<file path="config.mk">
export PLATFORM = sky130hd
export DESIGN_NAME = pdc_fabric_flat
export DESIGN_NICKNAME = d
export VERILOG_FILES = /design/src/hdl/pdc_pkg.sv /design/src/hdl/pdc_pll_if.sv /design/src/hdl/pdc_sync.sv /design/src/hdl/pdc_fabric.sv /design/src/flat_wrapper.sv
export SDC_FILE = /design/constraint.sdc
export NUM_CORES = 1
export LEC_CHECK = 0
export BUFFER_PORTS_ARGS = -buffer_cell sky130_fd_sc_hd__buf_2
export CELL_PAD_IN_SITES_DETAIL_PLACEMENT = 1
export CELL_PAD_IN_SITES_GLOBAL_PLACEMENT = 1
export CORE_UTILIZATION = 37
export DETAILED_ROUTE_END_ITERATION = 6
export PLACE_DENSITY = 0.77
export SLEW_MARGIN = 20
export SYNTH_ARGS = -nofsm -noshare
export SYNTH_HDL_FRONTEND = slang
export SYNTH_SLANG_ARGS = --single-unit
</file>
<file path="constraint.sdc">
create_clock -name aclk -period 2.4 [get_ports aclk]
set_clock_uncertainty 0.05 [all_clocks]
set_input_delay 0.48 -clock aclk [delete_from_list [all_inputs] [get_ports aclk]]
set_output_delay 0.48 -clock aclk [all_outputs]
set_load 0.02 [all_outputs]
</file>
<file path="src/hdl/pdc_pkg.sv">
package pdc_pkg;
    // Timing: 125 MHz fabric clock, least reset pulse rounded up to cycles
    localparam int CLK_PERIOD_NS = 8;
    localparam int RST_MIN_NS    = 10;
    localparam int RST_MIN_CYC   = (RST_MIN_NS + CLK_PERIOD_NS - 1) / CLK_PERIOD_NS;
    localparam int SETTLE_CYC    = 64;
    localparam int LOCK_FILT     = 4;
    localparam int LOCK_REFS     = 16;
    localparam int PERIOD_TOL    = 1;
    // Link widths
    localparam int SEL_W         = 2;
    localparam int NUM_REF       = 4;
    localparam int STEP_W        = 3;
    localparam int NUM_OUT       = 5;
    localparam int MAX_RATIO     = 255;
    localparam int MAX_CLK0_MULT = 4;
    // Default counter settings
    localparam int DEF_N         = 1;
    localparam int DEF_M         = 4;
    localparam int DEF_O         = 2;
    localparam int DEF_CFBK      = 1;
    localparam logic [NUM_OUT-1:0][7:0] DEF_C = {8'h10, 8'h08, 8'h04, 8'h02, 8'h01};
    // Register map
    localparam int REG_ADDR_W    = 4;
    localparam logic [REG_ADDR_W-1:0] OFS_CTRL     = 4'h0;
    localparam logic [REG_ADDR_W-1:0] OFS_STATUS   = 4'h4;
    localparam logic [REG_ADDR_W-1:0] OFS_INT_STAT = 4'h8;
    localparam logic [REG_ADDR_W-1:0] OFS_INT_MASK = 4'hC;
    localparam int CTRL_SEL_LSB  = 0;
    localparam int CTRL_RST_BIT  = 2;
    localparam int CTRL_STEP_LSB = 4;
    localparam int CTRL_APPLY    = 7;
    localparam int CTRL_OSEL_LSB = 8;
    localparam int ST_LOCK       = 0;
    localparam int ST_IN_RESET   = 1;
    localparam int ST_RATIO_OK   = 2;
    localparam int ST_CLK0_OK    = 3;
    localparam int ST_SEL_LSB    = 4;
    localparam int INT_W         = 2;
    localparam int INT_GAINED    = 0;
    localparam int INT_LOST      = 1;
    localparam logic [1:0] RESP_OKAY   = 2'h0;
    localparam logic [1:0] RESP_SLVERR = 2'h2;

    typedef enum logic [1:0] {FB_LOCAL, FB_CORE, FB_PAD} pdc_fb_mode_t;

    function automatic logic pdc_ratio_ok(int m, int o, int cfbk);
        return (m * o * cfbk) <= MAX_RATIO;
    endfunction : pdc_ratio_ok

    function automatic logic pdc_clk0_ok(int n, int m, int cfbk, int c0);
        return ((m * cfbk) % (n * c0) == 0) && ((m * cfbk) / (n * c0) <= MAX_CLK0_MULT);
    endfunction : pdc_clk0_ok
endpackage : pdc_pkg

</file>
<file path="src/hdl/pdc_pll_if.sv">
`timescale 1ns/100ps
interface pdc_pll_if import pdc_pkg::*; ();
    logic [SEL_W-1:0]   ref_clock_select;
    logic               pll_reset_low;
    logic [STEP_W-1:0]  phase_step;
    logic [NUM_OUT-1:0] phase_out_select;
    logic               phase_apply_enable;
    logic               core_feedback_input;
    logic               pad_feedback_input;
    logic               lock_indicator;
    logic [NUM_OUT-1:0] out_clocks;

    modport device (
        input  ref_clock_select, pll_reset_low, phase_step, phase_out_select,
        input  phase_apply_enable, core_feedback_input, pad_feedback_input,
        output lock_indicator, out_clocks
    );
    modport fabric (
        output ref_clock_select, pll_reset_low, phase_step, phase_out_select,
        output phase_apply_enable, core_feedback_input, pad_feedback_input,
        input  lock_indicator, out_clocks
    );
endinterface : pdc_pll_if

</file>
<file path="src/hdl/pdc_sync.sv">
`timescale 1ns/100ps
module pdc_sync import pdc_pkg::*; #(
    parameter int WIDTH = 1,
    parameter int FILT  = 1
) (
    input  wire logic             aclk,
    input  wire logic             aresetn,
    input  wire logic [WIDTH-1:0] din,
    output logic      [WIDTH-1:0] dout
);
    localparam int CW = $clog2(FILT + 1);

    typedef struct packed {
        logic [WIDTH-1:0] s1;
        logic [WIDTH-1:0] s2;
        logic [WIDTH-1:0] q;
        logic [CW-1:0]    cnt;
    } pdc_sync_st_t;

    pdc_sync_st_t st_reg;
    pdc_sync_st_t st_next;

    // Value must hold FILT cycles before it passes; short pulses vanish
    always_comb begin
        st_next    = st_reg;
        st_next.s1 = din;
        st_next.s2 = st_reg.s1;
        if (st_reg.s2 == st_reg.q) begin
            st_next.cnt = '0;
        end else if (st_reg.cnt >= CW'(FILT - 1)) begin
            st_next.q   = st_reg.s2;
            st_next.cnt = '0;
        end else begin
            st_next.cnt = st_reg.cnt + CW'(1);
        end
    end

    always_ff @(posedge aclk) begin
        if (!aresetn) begin
            st_reg <= '0;
        end else begin
            st_reg <= st_next;
        end
    end

    assign dout = st_reg.q;
endmodule : pdc_sync

</file>
<file path="src/hdl/pdc_fabric.sv">
// Overview of operation
// - Four references, two-bit select picks one
// - Fabric holds reset while changing select
// - Reset low holds PLL, high enables
// - Release reset only with stable reference
// - Reset pulse at least 10 ns, power-up
// - Lock rises on lock, falls on loss
// - Lock is unsynchronised, pulses may be short
// - Step adds half PLL cycle each
// - Five-bit select picks stepped outputs
// - Apply enable high updates selected phases
// - Pre, feedback, post and output dividers
// - Frequency relations; M*O*Cfbk at most 255
// - Feedback input wired to clock output
// - Five output clocks to global network
// - First output at most 4x reference
`timescale 1ns/100ps
module pdc_fabric import pdc_pkg::*; #(
    parameter int                      N_DIV      = DEF_N,
    parameter int                      M_MULT     = DEF_M,
    parameter int                      O_DIV      = DEF_O,
    parameter int                      CFBK_DIV   = DEF_CFBK,
    parameter logic [NUM_OUT-1:0][7:0] C_DIV      = DEF_C,
    parameter int                      FB_OUT     = 0,
    parameter int                      SETTLE_LEN = SETTLE_CYC
) (
    input  wire logic                  aclk,
    input  wire logic                  aresetn,
    pdc_pll_if.fabric                  lk,
    input  wire logic [REG_ADDR_W-1:0] s_axi_awaddr,
    input  wire logic                  s_axi_awvalid,
    output logic                       s_axi_awready,
    input  wire logic [31:0]           s_axi_wdata,
    input  wire logic [3:0]            s_axi_wstrb,
    input  wire logic                  s_axi_wvalid,
    output logic                       s_axi_wready,
    output logic [1:0]                 s_axi_bresp,
    output logic                       s_axi_bvalid,
    input  wire logic                  s_axi_bready,
    input  wire logic [REG_ADDR_W-1:0] s_axi_araddr,
    input  wire logic                  s_axi_arvalid,
    output logic                       s_axi_arready,
    output logic [31:0]                s_axi_rdata,
    output logic [1:0]                 s_axi_rresp,
    output logic                       s_axi_rvalid,
    input  wire logic                  s_axi_rready,
    output logic                       irq
);
    localparam logic STAT_RATIO = pdc_ratio_ok(M_MULT, O_DIV, CFBK_DIV);
    localparam logic STAT_CLK0  = pdc_clk0_ok(N_DIV, M_MULT, CFBK_DIV, int'(C_DIV[0]));

    typedef enum logic [1:0] {H_RESET, H_SETTLE, H_RUN} pdc_hst_t;

    typedef struct packed {
        pdc_hst_t           st;
        logic [15:0]        cnt;
        logic               rst_n;
        logic               rst_req;
        logic [SEL_W-1:0]   sel_req;
        logic [SEL_W-1:0]   sel_cur;
        logic [STEP_W-1:0]  step;
        logic [NUM_OUT-1:0] osel;
        logic               apply;
        logic               fb;
        logic               lock_prev;
        logic [INT_W-1:0]   int_stat;
        logic [INT_W-1:0]   int_mask;
        logic               irq;
        logic               awready;
        logic               wready;
        logic               bvalid;
        logic [1:0]         bresp;
        logic               arready;
        logic               rvalid;
        logic [31:0]        rdata;
        logic [1:0]         rresp;
    } pdc_hst_st_t;

    pdc_hst_st_t st_reg;
    pdc_hst_st_t st_next;
    logic        lock_f;

    function automatic logic [31:0] byte_mask(logic [3:0] strb);
        return {{8{strb[3]}}, {8{strb[2]}}, {8{strb[1]}}, {8{strb[0]}}};
    endfunction : byte_mask

    // Lock is asynchronous and may glitch: synchronise and filter
    pdc_sync #(
        .WIDTH (1),
        .FILT  (LOCK_FILT)
    ) u_lock_sync (
        .aclk    (aclk),
        .aresetn (aresetn),
        .din     (lk.lock_indicator),
        .dout    (lock_f)
    );

    always_comb begin
        logic [31:0]      m;
        logic [31:0]      w;
        logic [INT_W-1:0] ev;
        m       = byte_mask(s_axi_wstrb);
        w       = s_axi_wdata & m;
        ev      = '0;
        st_next = st_reg;
        st_next.apply   = 1'b0;
        st_next.fb      = lk.out_clocks[FB_OUT];
        st_next.awready = s_axi_awvalid && s_axi_wvalid && !st_reg.awready && !st_reg.bvalid;
        st_next.wready  = st_next.awready;
        st_next.arready = s_axi_arvalid && !st_reg.arready && !st_reg.rvalid;
        if (st_reg.bvalid && s_axi_bready) begin
            st_next.bvalid = 1'b0;
        end
        if (st_reg.rvalid && s_axi_rready) begin
            st_next.rvalid = 1'b0;
        end
        if (st_reg.awready && s_axi_awvalid && s_axi_wvalid) begin
            st_next.bvalid = 1'b1;
            st_next.bresp  = RESP_OKAY;
            case (s_axi_awaddr)
                OFS_CTRL: begin
                    if (m[CTRL_SEL_LSB]) begin
                        st_next.sel_req = w[CTRL_SEL_LSB +: SEL_W];
                        st_next.rst_req = w[CTRL_RST_BIT];
                        st_next.step    = w[CTRL_STEP_LSB +: STEP_W];
                        st_next.apply   = w[CTRL_APPLY];
                    end
                    if (m[CTRL_OSEL_LSB]) begin
                        st_next.osel = w[CTRL_OSEL_LSB +: NUM_OUT];
                    end
                end
                OFS_INT_STAT: st_next.int_stat = st_reg.int_stat & ~w[INT_W-1:0];
                OFS_INT_MASK: begin
                    if (m[0]) begin
                        st_next.int_mask = w[INT_W-1:0];
                    end
                end
                OFS_STATUS: st_next.bresp = RESP_OKAY;
                default: st_next.bresp = RESP_SLVERR;
            endcase
        end
        if (st_reg.arready && s_axi_arvalid) begin
            st_next.rvalid = 1'b1;
            st_next.rresp  = RESP_OKAY;
            st_next.rdata  = '0;
            case (s_axi_araddr)
                OFS_CTRL: begin
                    st_next.rdata[CTRL_SEL_LSB +: SEL_W]    = st_reg.sel_req;
                    st_next.rdata[CTRL_RST_BIT]             = st_reg.rst_req;
                    st_next.rdata[CTRL_STEP_LSB +: STEP_W]  = st_reg.step;
                    st_next.rdata[CTRL_OSEL_LSB +: NUM_OUT] = st_reg.osel;
                end
                OFS_STATUS: begin
                    st_next.rdata[ST_LOCK]              = lock_f;
                    st_next.rdata[ST_IN_RESET]          = ~st_reg.rst_n;
                    st_next.rdata[ST_RATIO_OK]          = STAT_RATIO;
                    st_next.rdata[ST_CLK0_OK]           = STAT_CLK0;
                    st_next.rdata[ST_SEL_LSB +: SEL_W]  = st_reg.sel_cur;
                end
                OFS_INT_STAT: st_next.rdata[INT_W-1:0] = st_reg.int_stat;
                OFS_INT_MASK: st_next.rdata[INT_W-1:0] = st_reg.int_mask;
                default: st_next.rresp = RESP_SLVERR;
            endcase
        end
        // Set after clear so an event in the clearing cycle survives
        st_next.lock_prev = lock_f;
        ev[INT_GAINED]    = lock_f & ~st_reg.lock_prev;
        ev[INT_LOST]      = ~lock_f & st_reg.lock_prev;
        st_next.int_stat  = st_next.int_stat | ev;
        st_next.irq       = |(st_next.int_stat & st_next.int_mask);
        // Reset sequencer: select only moves with reset held low
        case (st_reg.st)
            H_RESET: begin
                st_next.rst_n   = 1'b0;
                st_next.sel_cur = st_reg.sel_req;
                st_next.cnt     = st_reg.cnt + 16'h0001;
                if (st_reg.cnt >= 16'(RST_MIN_CYC - 1)) begin
                    st_next.st  = H_SETTLE;
                    st_next.cnt = '0;
                end
            end
            H_SETTLE: begin
                st_next.rst_n = 1'b0;
                st_next.cnt   = st_reg.cnt + 16'h0001;
                if (st_reg.cnt >= 16'(SETTLE_LEN - 1)) begin
                    st_next.st    = H_RUN;
                    st_next.rst_n = 1'b1;
                end
            end
            H_RUN: begin
                if (st_next.sel_req != st_reg.sel_cur || st_next.rst_req) begin
                    st_next.st      = H_RESET;
                    st_next.rst_n   = 1'b0;
                    st_next.rst_req = 1'b0;
                    st_next.cnt     = '0;
                end
            end
            default: st_next.st = H_RESET;
        endcase
    end

    // Reset value has reset low and the sequencer restarting: power-up reset
    always_ff @(posedge aclk) begin
        if (!aresetn) begin
            st_reg <= '0;
        end else begin
            st_reg <= st_next;
        end
    end

    assign lk.ref_clock_select    = st_reg.sel_cur;
    assign lk.pll_reset_low       = st_reg.rst_n;
    assign lk.phase_step          = st_reg.step;
    assign lk.phase_out_select    = st_reg.osel;
    assign lk.phase_apply_enable  = st_reg.apply;
    assign lk.core_feedback_input = st_reg.fb;
    assign lk.pad_feedback_input  = st_reg.fb;
    assign s_axi_awready          = st_reg.awready;
    assign s_axi_wready           = st_reg.wready;
    assign s_axi_bvalid           = st_reg.bvalid;
    assign s_axi_bresp            = st_reg.bresp;
    assign s_axi_arready          = st_reg.arready;
    assign s_axi_rvalid           = st_reg.rvalid;
    assign s_axi_rdata            = st_reg.rdata;
    assign s_axi_rresp            = st_reg.rresp;
    assign irq                    = st_reg.irq;
endmodule : pdc_fabric

</file>
<file path="src/flat_wrapper.sv">
// flat-port wrapper written by rule: the top's interface ports become plain ports
module pdc_fabric_flat import pdc_pkg::*;
#(
    parameter int                      N_DIV      = DEF_N,
    parameter int                      M_MULT     = DEF_M,
    parameter int                      O_DIV      = DEF_O,
    parameter int                      CFBK_DIV   = DEF_CFBK,
    parameter logic [NUM_OUT-1:0][7:0] C_DIV      = DEF_C,
    parameter int                      FB_OUT     = 0,
    parameter int                      SETTLE_LEN = SETTLE_CYC
)
  (aclk, aresetn, s_axi_awaddr, s_axi_awvalid, s_axi_awready, s_axi_wdata, s_axi_wstrb, s_axi_wvalid, s_axi_wready, s_axi_bresp, s_axi_bvalid, s_axi_bready, s_axi_araddr, s_axi_arvalid, s_axi_arready, s_axi_rdata, s_axi_rresp, s_axi_rvalid, s_axi_rready, irq, lk_ref_clock_select, lk_pll_reset_low, lk_phase_step, lk_phase_out_select, lk_phase_apply_enable, lk_core_feedback_input, lk_pad_feedback_input, lk_lock_indicator, lk_out_clocks);
  pdc_pll_if lk_i ();
  input  wire logic aclk;
  input  wire logic aresetn;
  input  wire logic [REG_ADDR_W-1:0] s_axi_awaddr;
  input  wire logic s_axi_awvalid;
  output logic s_axi_awready;
  input  wire logic [31:0] s_axi_wdata;
  input  wire logic [3:0] s_axi_wstrb;
  input  wire logic s_axi_wvalid;
  output logic s_axi_wready;
  output logic [1:0] s_axi_bresp;
  output logic s_axi_bvalid;
  input  wire logic s_axi_bready;
  input  wire logic [REG_ADDR_W-1:0] s_axi_araddr;
  input  wire logic s_axi_arvalid;
  output logic s_axi_arready;
  output logic [31:0] s_axi_rdata;
  output logic [1:0] s_axi_rresp;
  output logic s_axi_rvalid;
  input  wire logic s_axi_rready;
  output logic irq;
  output wire logic [$bits(lk_i.ref_clock_select)-1:0] lk_ref_clock_select;
  output wire logic [$bits(lk_i.pll_reset_low)-1:0] lk_pll_reset_low;
  output wire logic [$bits(lk_i.phase_step)-1:0] lk_phase_step;
  output wire logic [$bits(lk_i.phase_out_select)-1:0] lk_phase_out_select;
  output wire logic [$bits(lk_i.phase_apply_enable)-1:0] lk_phase_apply_enable;
  output wire logic [$bits(lk_i.core_feedback_input)-1:0] lk_core_feedback_input;
  output wire logic [$bits(lk_i.pad_feedback_input)-1:0] lk_pad_feedback_input;
  input wire logic [$bits(lk_i.lock_indicator)-1:0] lk_lock_indicator;
  input wire logic [$bits(lk_i.out_clocks)-1:0] lk_out_clocks;
  assign lk_ref_clock_select = lk_i.ref_clock_select;
  assign lk_pll_reset_low = lk_i.pll_reset_low;
  assign lk_phase_step = lk_i.phase_step;
  assign lk_phase_out_select = lk_i.phase_out_select;
  assign lk_phase_apply_enable = lk_i.phase_apply_enable;
  assign lk_core_feedback_input = lk_i.core_feedback_input;
  assign lk_pad_feedback_input = lk_i.pad_feedback_input;
  assign lk_i.lock_indicator = lk_lock_indicator;
  assign lk_i.out_clocks = lk_out_clocks;
  pdc_fabric #(.N_DIV(N_DIV), .M_MULT(M_MULT), .O_DIV(O_DIV), .CFBK_DIV(CFBK_DIV), .C_DIV(C_DIV), .FB_OUT(FB_OUT), .SETTLE_LEN(SETTLE_LEN)) u_core (.aclk(aclk), .aresetn(aresetn), .lk(lk_i), .s_axi_awaddr(s_axi_awaddr), .s_axi_awvalid(s_axi_awvalid), .s_axi_awready(s_axi_awready), .s_axi_wdata(s_axi_wdata), .s_axi_wstrb(s_axi_wstrb), .s_axi_wvalid(s_axi_wvalid), .s_axi_wready(s_axi_wready), .s_axi_bresp(s_axi_bresp), .s_axi_bvalid(s_axi_bvalid), .s_axi_bready(s_axi_bready), .s_axi_araddr(s_axi_araddr), .s_axi_arvalid(s_axi_arvalid), .s_axi_arready(s_axi_arready), .s_axi_rdata(s_axi_rdata), .s_axi_rresp(s_axi_rresp), .s_axi_rvalid(s_axi_rvalid), .s_axi_rready(s_axi_rready), .irq(irq));
endmodule
</file>
==> impl_summary.txt, run 1 <==
----------------------------------------------------
[Cells and area]
  Final Core Density ... 0.4255
  Number of flip-flops in the largest register ... 26
  Number of nets in the final layout ... 479
  Number of diodes added for antenna fixing ... 0
  Ratio of cells with drive above 1 in the final layout ... 0.2434
  Area added between synthesis and finish ... 10.37%
  Non-filler cells, final ... 523

[STA]
  Hold Violations, Final ... 0
  Count of endpoints failing setup in the final report ... 0
  RSZ-0062 raised after global routing ... false
  Final clock period utilization by the worst path ... 0.9443
  Total negative slack for setup checks ... 0 ns
  Max Clock Freq ... 441.2 MHz
  Clock period minus worst slack ... 2.266 ns
  Max-slew violations ... 0
  Post-layout worst setup margin ... 0.1336 ns

[Power]
  Switching power summed over all nets ... 1067 uW
  Net switching fraction of the power ... 0.3621
  Power density of the placed cells ... 790.1 mW/mm^2
  Peak supply drop ... 0.0004430 V
  Share of power burned in registers ... 0.382
  Static power due to leakage ... 0.001615 uW
  Internal power ... 1879 uW
  Power share of the combinational group ... 0.350
  Clock network power share ... 0.268

[Drt]
  Routed via count ... 2814
  Remaining antenna violation count after routing ... 0
  Wire length per cell ... 15.27 um
  Iteration-0 DRC Markers ... 94
  DR pass1 iterations ... 7
  Remaining routing DRC violations ... 1
  Via-per-instance ratio ... 5.380
  WL final ... 7986 um

[GRT]
  Pin count of the biggest net entering global routing ... 37
  Initial antenna violation count ... 0
  Global-route wire length before repair ... 13240 um
  Vias in the first global route ... 2767
  Overall track demand over capacity in global routing ... 0.1736
  Total grt overflow ... 0

[Yosys]
  Mean post-synth cell area ... 9.081 um^2
  Total of warnings raised by yosys ... 0
  Arithmetic-cell share of the synthesized area counting full adders, half adders and majority gates ... 0.03333
  Seq/Total Area, Yosys ... 0.3793
  Proportion of register bits with asynchronous set or reset after synthesis ... 0
  Number of distinct standard cells referenced by the synthesized netlist ... 54
  Post-Synth Simple-Gate Area ... 0.2193
  Cell taking the most area after synthesis ... sky130_fd_sc_hd__dfxtp_1
  Multiplexer share of the synthesized area ... 0.06370
  Synthesized-area fraction occupied by xor and xnor cells ... 0.002593
  Synthesized-area fraction occupied by ao, oa, aoi and oai cells ... 0.1522
  EDFF count, synth ... 0
  Post-synth top flop ... sky130_fd_sc_hd__dfxtp_1
  Main area contributors after synthesis ... sky130_fd_sc_hd__dfxtp_1, sky130_fd_sc_hd__buf_4, sky130_fd_sc_hd__mux2i_1
  Flip-flop and latch count after synthesis ... 64
  Combinational family with the most area after synthesis ... simple AND/OR/NAND/NOR gates
  Synth Cell Area ... 0.003378 mm^2
  Area share of the leading cell type in the synthesized netlist ... 0.3793
  Number of instances in the synthesized netlist ... 372

[Die]
  Starting utilization of the core area ... 0.3855
  Standard-cell rows ... 34
  Num ports ... 113
  Die W ... 97.56 um
  Die Outline Area ... 0.009517 mm^2
  Die Y-Extent ... 97.56 um
  Std-Cell Core Area ... 0.008763 mm^2

[Worst setup path]
  Series of cell instances along the critical path ... inv_1 -> ha_1 -> or4b_4 -> nor3_4 -> a31oi_4 -> nor2_4 -> nand2_4 -> o41ai_1
  Crit end category ... register
  Startpoint kind of the worst setup timing path ... register
  Max incr delay on CP ... 0.46 ns
  Required time reported for the critical path endpoint ... 2.58 ns
  Slowest stage cell, crit path ... sky130_fd_sc_hd__or4b_4
  Family with the most delay on the worst path ... simple AND/OR/NAND/NOR gates
  WP buf/inv ... 1
  Data arrival time at the worst-slack endpoint ... 2.45 ns
  Class of the most critical setup path ... reg2reg
  Crit-path max FO ... 14

[Clock tree]
  Clock Tree Buf Depth ... 2
  Later-pin clock latency in the skew report ... 0.34 ns
  CTS Buf Count ... 9
  CTS tree ... done
  Clock Sink Count ... 64
  Cell at the root of the clock tree ... sky130_fd_sc_hd__clkbuf_8
  Htree depth ... 3
  CTS clk-pin slew, worst paths ... 0.07 ns
  Total of hold buffers inserted after clock tree synthesis ... 0

[Place]
  Sum of net half-perimeters after detailed placement ... 5728 um
  Placed instance count ... 510
  Buffers added on ports ... 64
  Global placement routability congestion ... 0.7641
  DP Worst Slack ... -0.02102 ns

[Job]
  Number of maximum-capacitance violations ... 0

[Outcome]
  Violations in the final reports ... design-rule violations
  Outcome ... finished, violations left

[Min path]
  Kind of path behind the tightest hold check ... in2reg

----------------------------------------------------
==> metal layers <==
metal  global-route usage  wire length [um]  vias up
li1                     -                 -     1351
met1               0.2064              3518     1367
met2               0.2985              3977       84
met3              0.03597               350       12
met4              0.08032               139        0
met5                    0                 0        -
==> cells in the final DEF (no fill, tap or decap), types with 8 or more instances in the layout <==
cell,instances
sky130_fd_sc_hd__a21oi_1,10
sky130_fd_sc_hd__a22oi_1,8
sky130_fd_sc_hd__buf_2,64
sky130_fd_sc_hd__buf_4,12
sky130_fd_sc_hd__clkbuf_8,11
sky130_fd_sc_hd__conb_1,22
sky130_fd_sc_hd__dfxtp_1,64
sky130_fd_sc_hd__ha_1,9
sky130_fd_sc_hd__inv_1,13
sky130_fd_sc_hd__mux2i_1,17
sky130_fd_sc_hd__nand2_1,15
sky130_fd_sc_hd__nand3_1,10
sky130_fd_sc_hd__nor2_1,45
sky130_fd_sc_hd__o21ai_1,9
sky130_fd_sc_hd__o311ai_1,14
==> cell usage after synthesis, drive strengths merged, types with 4 or more instances <==
cell type  number
dfxtp          64
buf            55
nor2           46
mux2i          17
nand2          16
o21ai          15
o311ai         14
inv            13
clkbuf         12
a21oi          10
nand3          10
ha              9
a22oi           8
o41ai           8
nor3            7
and3            6
nand4           6
and2            5
nand3b          5
a31oi           4
==> metrics by stage <==
| step | hold slack [ns] | area (um^2) | total power (uW) |
|---|---|---|---|
| 3_5_place_dp | 0.3785 | 3556 | 2168 |
| 5_1_grt | 0.3004 | 3729 | 3132 |
| 3_3_place_gp | 0.3643 | 3556 | 2123 |
| 2_1_floorplan | 0.3619 | 3457 | 1958 |
| 6_report | 0.3062 | 3729 | 2946 |
| 4_1_cts | 0.2902 | 3716 | 2974 |
==> kinds of logic after synthesis <==
kind of cell | after synthesis
adders and majority gates | 9
muxes | 19
other | 1
and+or+nand+nor | 127
DFF | 64
AOI/OAI and AO/OA | 71
buffers and inverters | 80
xor gates and xnor gates | 1
==> repair_timing <==
action                                  CTS  global route
resized for setup                         0             2
setup buffers                             0             0
endpoints found under the setup margin    0             7
==> power groups by stage <==
stage	Sequential, uW	Combinational, uW	Clock, uW
floorplan	1150	811	0
global placement	1150	977	0
detailed placement	1150	1020	0
CTS	1130	1020	825
global route	1130	1140	863
finish	1120	1030	790
==> path summary, 6_finish.rpt <==
path	end	slack, ns	depth (start not counted)	start
max	u_core.st_reg[76]	0.13	8	u_core.st_reg[63]
min	u_core.u_lock_sync.st_next[4]	0.31	2	lk_lock_indicator
max reg2reg	u_core.st_reg[76]	0.13	8	u_core.st_reg[63]
min reg2reg	u_core.u_lock_sync.st_reg[4]	0.39	1	u_core.u_lock_sync.st_next[4]
==> layout make-up <==
cell class	count	area, um^2
clock buffer	12	155.1
clock inverter	1	5.005
fill	1052	5035
inverter	13	48.80
multi-input combinational	249	1693
sequential	64	1281
tap	108	135.1
timing repair buffer	76	410.4
Note: power is estimated with default switching activity, not from simulation.
==> inputs of run 2 (changes only) <==
Settings changed: CORE_UTILIZATION 37 to 40, GPL_ROUTABILITY_DRIVEN from default to 0, PLACE_DENSITY 0.77 to 0.82.
Clock period 2.4 ns to 2.8 ns, I/O delays scaled along.
==> run 2 against run 1 <==
The run now ends clean. Combinational power decreased by 16%. Global-route usage increased by 2.7 points. Register-to-register slack improved by 0.25 ns. Highest routed layer unchanged. Critical path type unchanged. Cell area about the same.
==> impl_summary.txt, run 2 (synthesized netlist as in run 1, its figures left out) <==
----------------------------------------------------
[STA]
  Hold Violations, Final ... 0
  RSZ-0062 raised after global routing ... false
  Total negative slack for setup checks ... 0 ns
  Post-layout worst setup margin ... 0.3819 ns
  Count of endpoints failing setup in the final report ... 0
  Clock period minus worst slack ... 2.418 ns
  Worst hold slack after final layout ... 0.3773 ns
  Final clock period utilization by the worst path ... 0.8636
  Max Clock Freq ... 413.6 MHz
  Max-slew violations ... 0

[Drt]
  Length of routed met2 wiring ... 4151 um
  WL final ... 8127 um
  DR pass1 iterations ... 4
  Highest Signal Layer ... met4
  Iteration-0 DRC Markers ... 94
  Routed via count ... 2774
  Remaining routing DRC violations ... 0
  Routed wl met3 ... 383 um
  Length of routed wiring on met1 ... 3450 um
  Remaining antenna violation count after routing ... 0
  Wire length per cell ... 15.69 um
  Via-per-instance ratio ... 5.355

[Clock tree]
  CTS clk-pin slew, worst paths ... 0.07 ns
  Cell at the root of the clock tree ... sky130_fd_sc_hd__clkbuf_8
  Htree depth ... 3
  Number of resized instances in the post-cts repair step ... 0
  CTS tree ... done
  Clock Sink Count ... 64
  Clock Tree Buf Depth ... 2
  Later-pin clock latency in the skew report ... 0.34 ns
  Setup fix buffers added after clock tree synthesis ... 0
  CTS Buf Count ... 9
  Total of hold buffers inserted after clock tree synthesis ... 0

[Worst setup path]
  Crit Reg-Reg Endpoint ... u_core.st_reg[77]
  Reg2Reg Launch Point ... u_core.st_reg[64]
  Length in cells of the worst reg-to-reg path ... 8
  Class of the most critical setup path ... reg2reg
  Crit end category ... register
  Slack of the worst reg-to-reg path ... 0.38 ns
  Required time reported for the critical path endpoint ... 2.98 ns
  Data arrival time at the worst-slack endpoint ... 2.60 ns
  Crit-path max FO ... 14
  Startpoint kind of the worst setup timing path ... register

[Cells and area]
  Fill count ... 986
  Area of the multi-input gates ... 0.001680 mm^2
  Number of nets in the final layout ... 475
  Ratio of cells with drive above 1 in the final layout ... 0.2397
  Number of flip-flops in the largest register ... 26
  Area added between synthesis and finish ... 10.41%
  Sequential Area ... 0.001281 mm^2
  Most frequent cells in the layout ... sky130_fd_sc_hd__buf_2, sky130_fd_sc_hd__dfxtp_1, sky130_fd_sc_hd__nor2_1
  Number of diodes added for antenna fixing ... 0

[Power]
  Static power due to leakage ... 0.001612 uW
  Peak supply drop ... 0.0003209 V
  Power density of the placed cells ... 719.6 mW/mm^2

[GRT]
  Overall track demand over capacity in global routing ... 0.2011
  Total grt overflow ... 0
  Pin count of the biggest net entering global routing ... 39
  Global-route wire length before repair ... 13610 um
  Vias in the first global route ... 2853
  Initial antenna violation count ... 0

[Die]
  Standard-cell rows ... 33
  Num ports ... 113
  Std-Cell Core Area ... 0.008175 mm^2
  Die Outline Area ... 0.008817 mm^2
  Starting utilization of the core area ... 0.4132
  Die Y-Extent ... 93.90 um
  Die W ... 93.90 um

[Place]
  Sum of net half-perimeters after detailed placement ... 5954 um
  DP Worst Slack ... 0.2558 ns
  Buffers added on ports ... 64

[Min path]
  Worst min-delay path endpoint ... u_core.lk.core_feedback_input
  Cell count of the worst hold path ... 2
  Kind of path behind the tightest hold check ... in2reg
  Beginning of the worst hold path ... lk_out_clocks[0]

[Job]
  Number of maximum-capacitance violations ... 0

[Outcome]
  Outcome ... complete, no violations

----------------------------------------------------
run 2: cell count changes in the layout (fill, tap and decap cells not counted), moves of 2 or more:
cell and change:
sky130_fd_sc_hd__clkinv_2 +2, sky130_fd_sc_hd__buf_4 -4, sky130_fd_sc_hd__bufinv_16 +2, sky130_fd_sc_hd__clkbuf_8 -2
run 2: final cells by class:
class / count / area share
Clock inverter: 6 / 0.02248
Tap cell: 105 / 0.03522
Clock buffer: 9 / 0.03321
Timing Repair Buffer: 72 / 0.1020
Multi-Input combinational cell: 249 / 0.4505
Inverter: 13 / 0.01308
Sequential cell: 64 / 0.3435
run 2: power breakdown:
group          switching (uW)  internal (uW)
Combinational             563            303
Clock                     353            494
Sequential               34.1            937
run 2: per-stage QoR:
stage / cells / utilization / power, uW / area (um^2)
after floorplan: 393 / - / 1678 / 3457
after global placement: 503 / 0.4308 / 1809 / 3522
after detailed placement: 503 / 0.4308 / 1847 / 3522
after CTS: 518 / 0.4562 / 2722 / 3730
after global routing: 518 / 0.4562 / 2859 / 3730
final: 518 / 0.4562 / 2684 / 3730
run 2: how the worst max path moves through the flow:
stage	start	depth (start not counted)	end
CTS	u_core.st_reg[64]	8	u_core.st_reg[66]
floorplan	s_axi_awaddr[0]	8	u_core.lk.pll_reset_low
global placement	s_axi_awaddr[0]	8	u_core.st_reg[80]
detailed placement	s_axi_awaddr[0]	8	u_core.st_reg[79]
finish	u_core.st_reg[64]	8	u_core.st_reg[77]
global route	u_core.st_reg[64]	8	u_core.st_reg[78]
run 2: worst max-delay path, stage by stage (launching register included):
cell,delay [ns]
sky130_fd_sc_hd__dfxtp_1,0.41
sky130_fd_sc_hd__inv_1,0.09
sky130_fd_sc_hd__ha_1,0.19
sky130_fd_sc_hd__or4b_4,0.49
sky130_fd_sc_hd__nor3_4,0.22
sky130_fd_sc_hd__a31oi_4,0.14
sky130_fd_sc_hd__nor2_4,0.14
sky130_fd_sc_hd__nand2_2,0.22
sky130_fd_sc_hd__o41ai_1,0.36
run 2: per-layer routing:
| metal | up-vias | track usage |
|---|---|---|
| met4 | 0 | 0.07308 |
| li1 | 1348 | - |
| met2 | 77 | 0.3601 |
| met1 | 1337 | 0.2218 |
| met5 | - | 0 |
| met3 | 12 | 0.06230 |
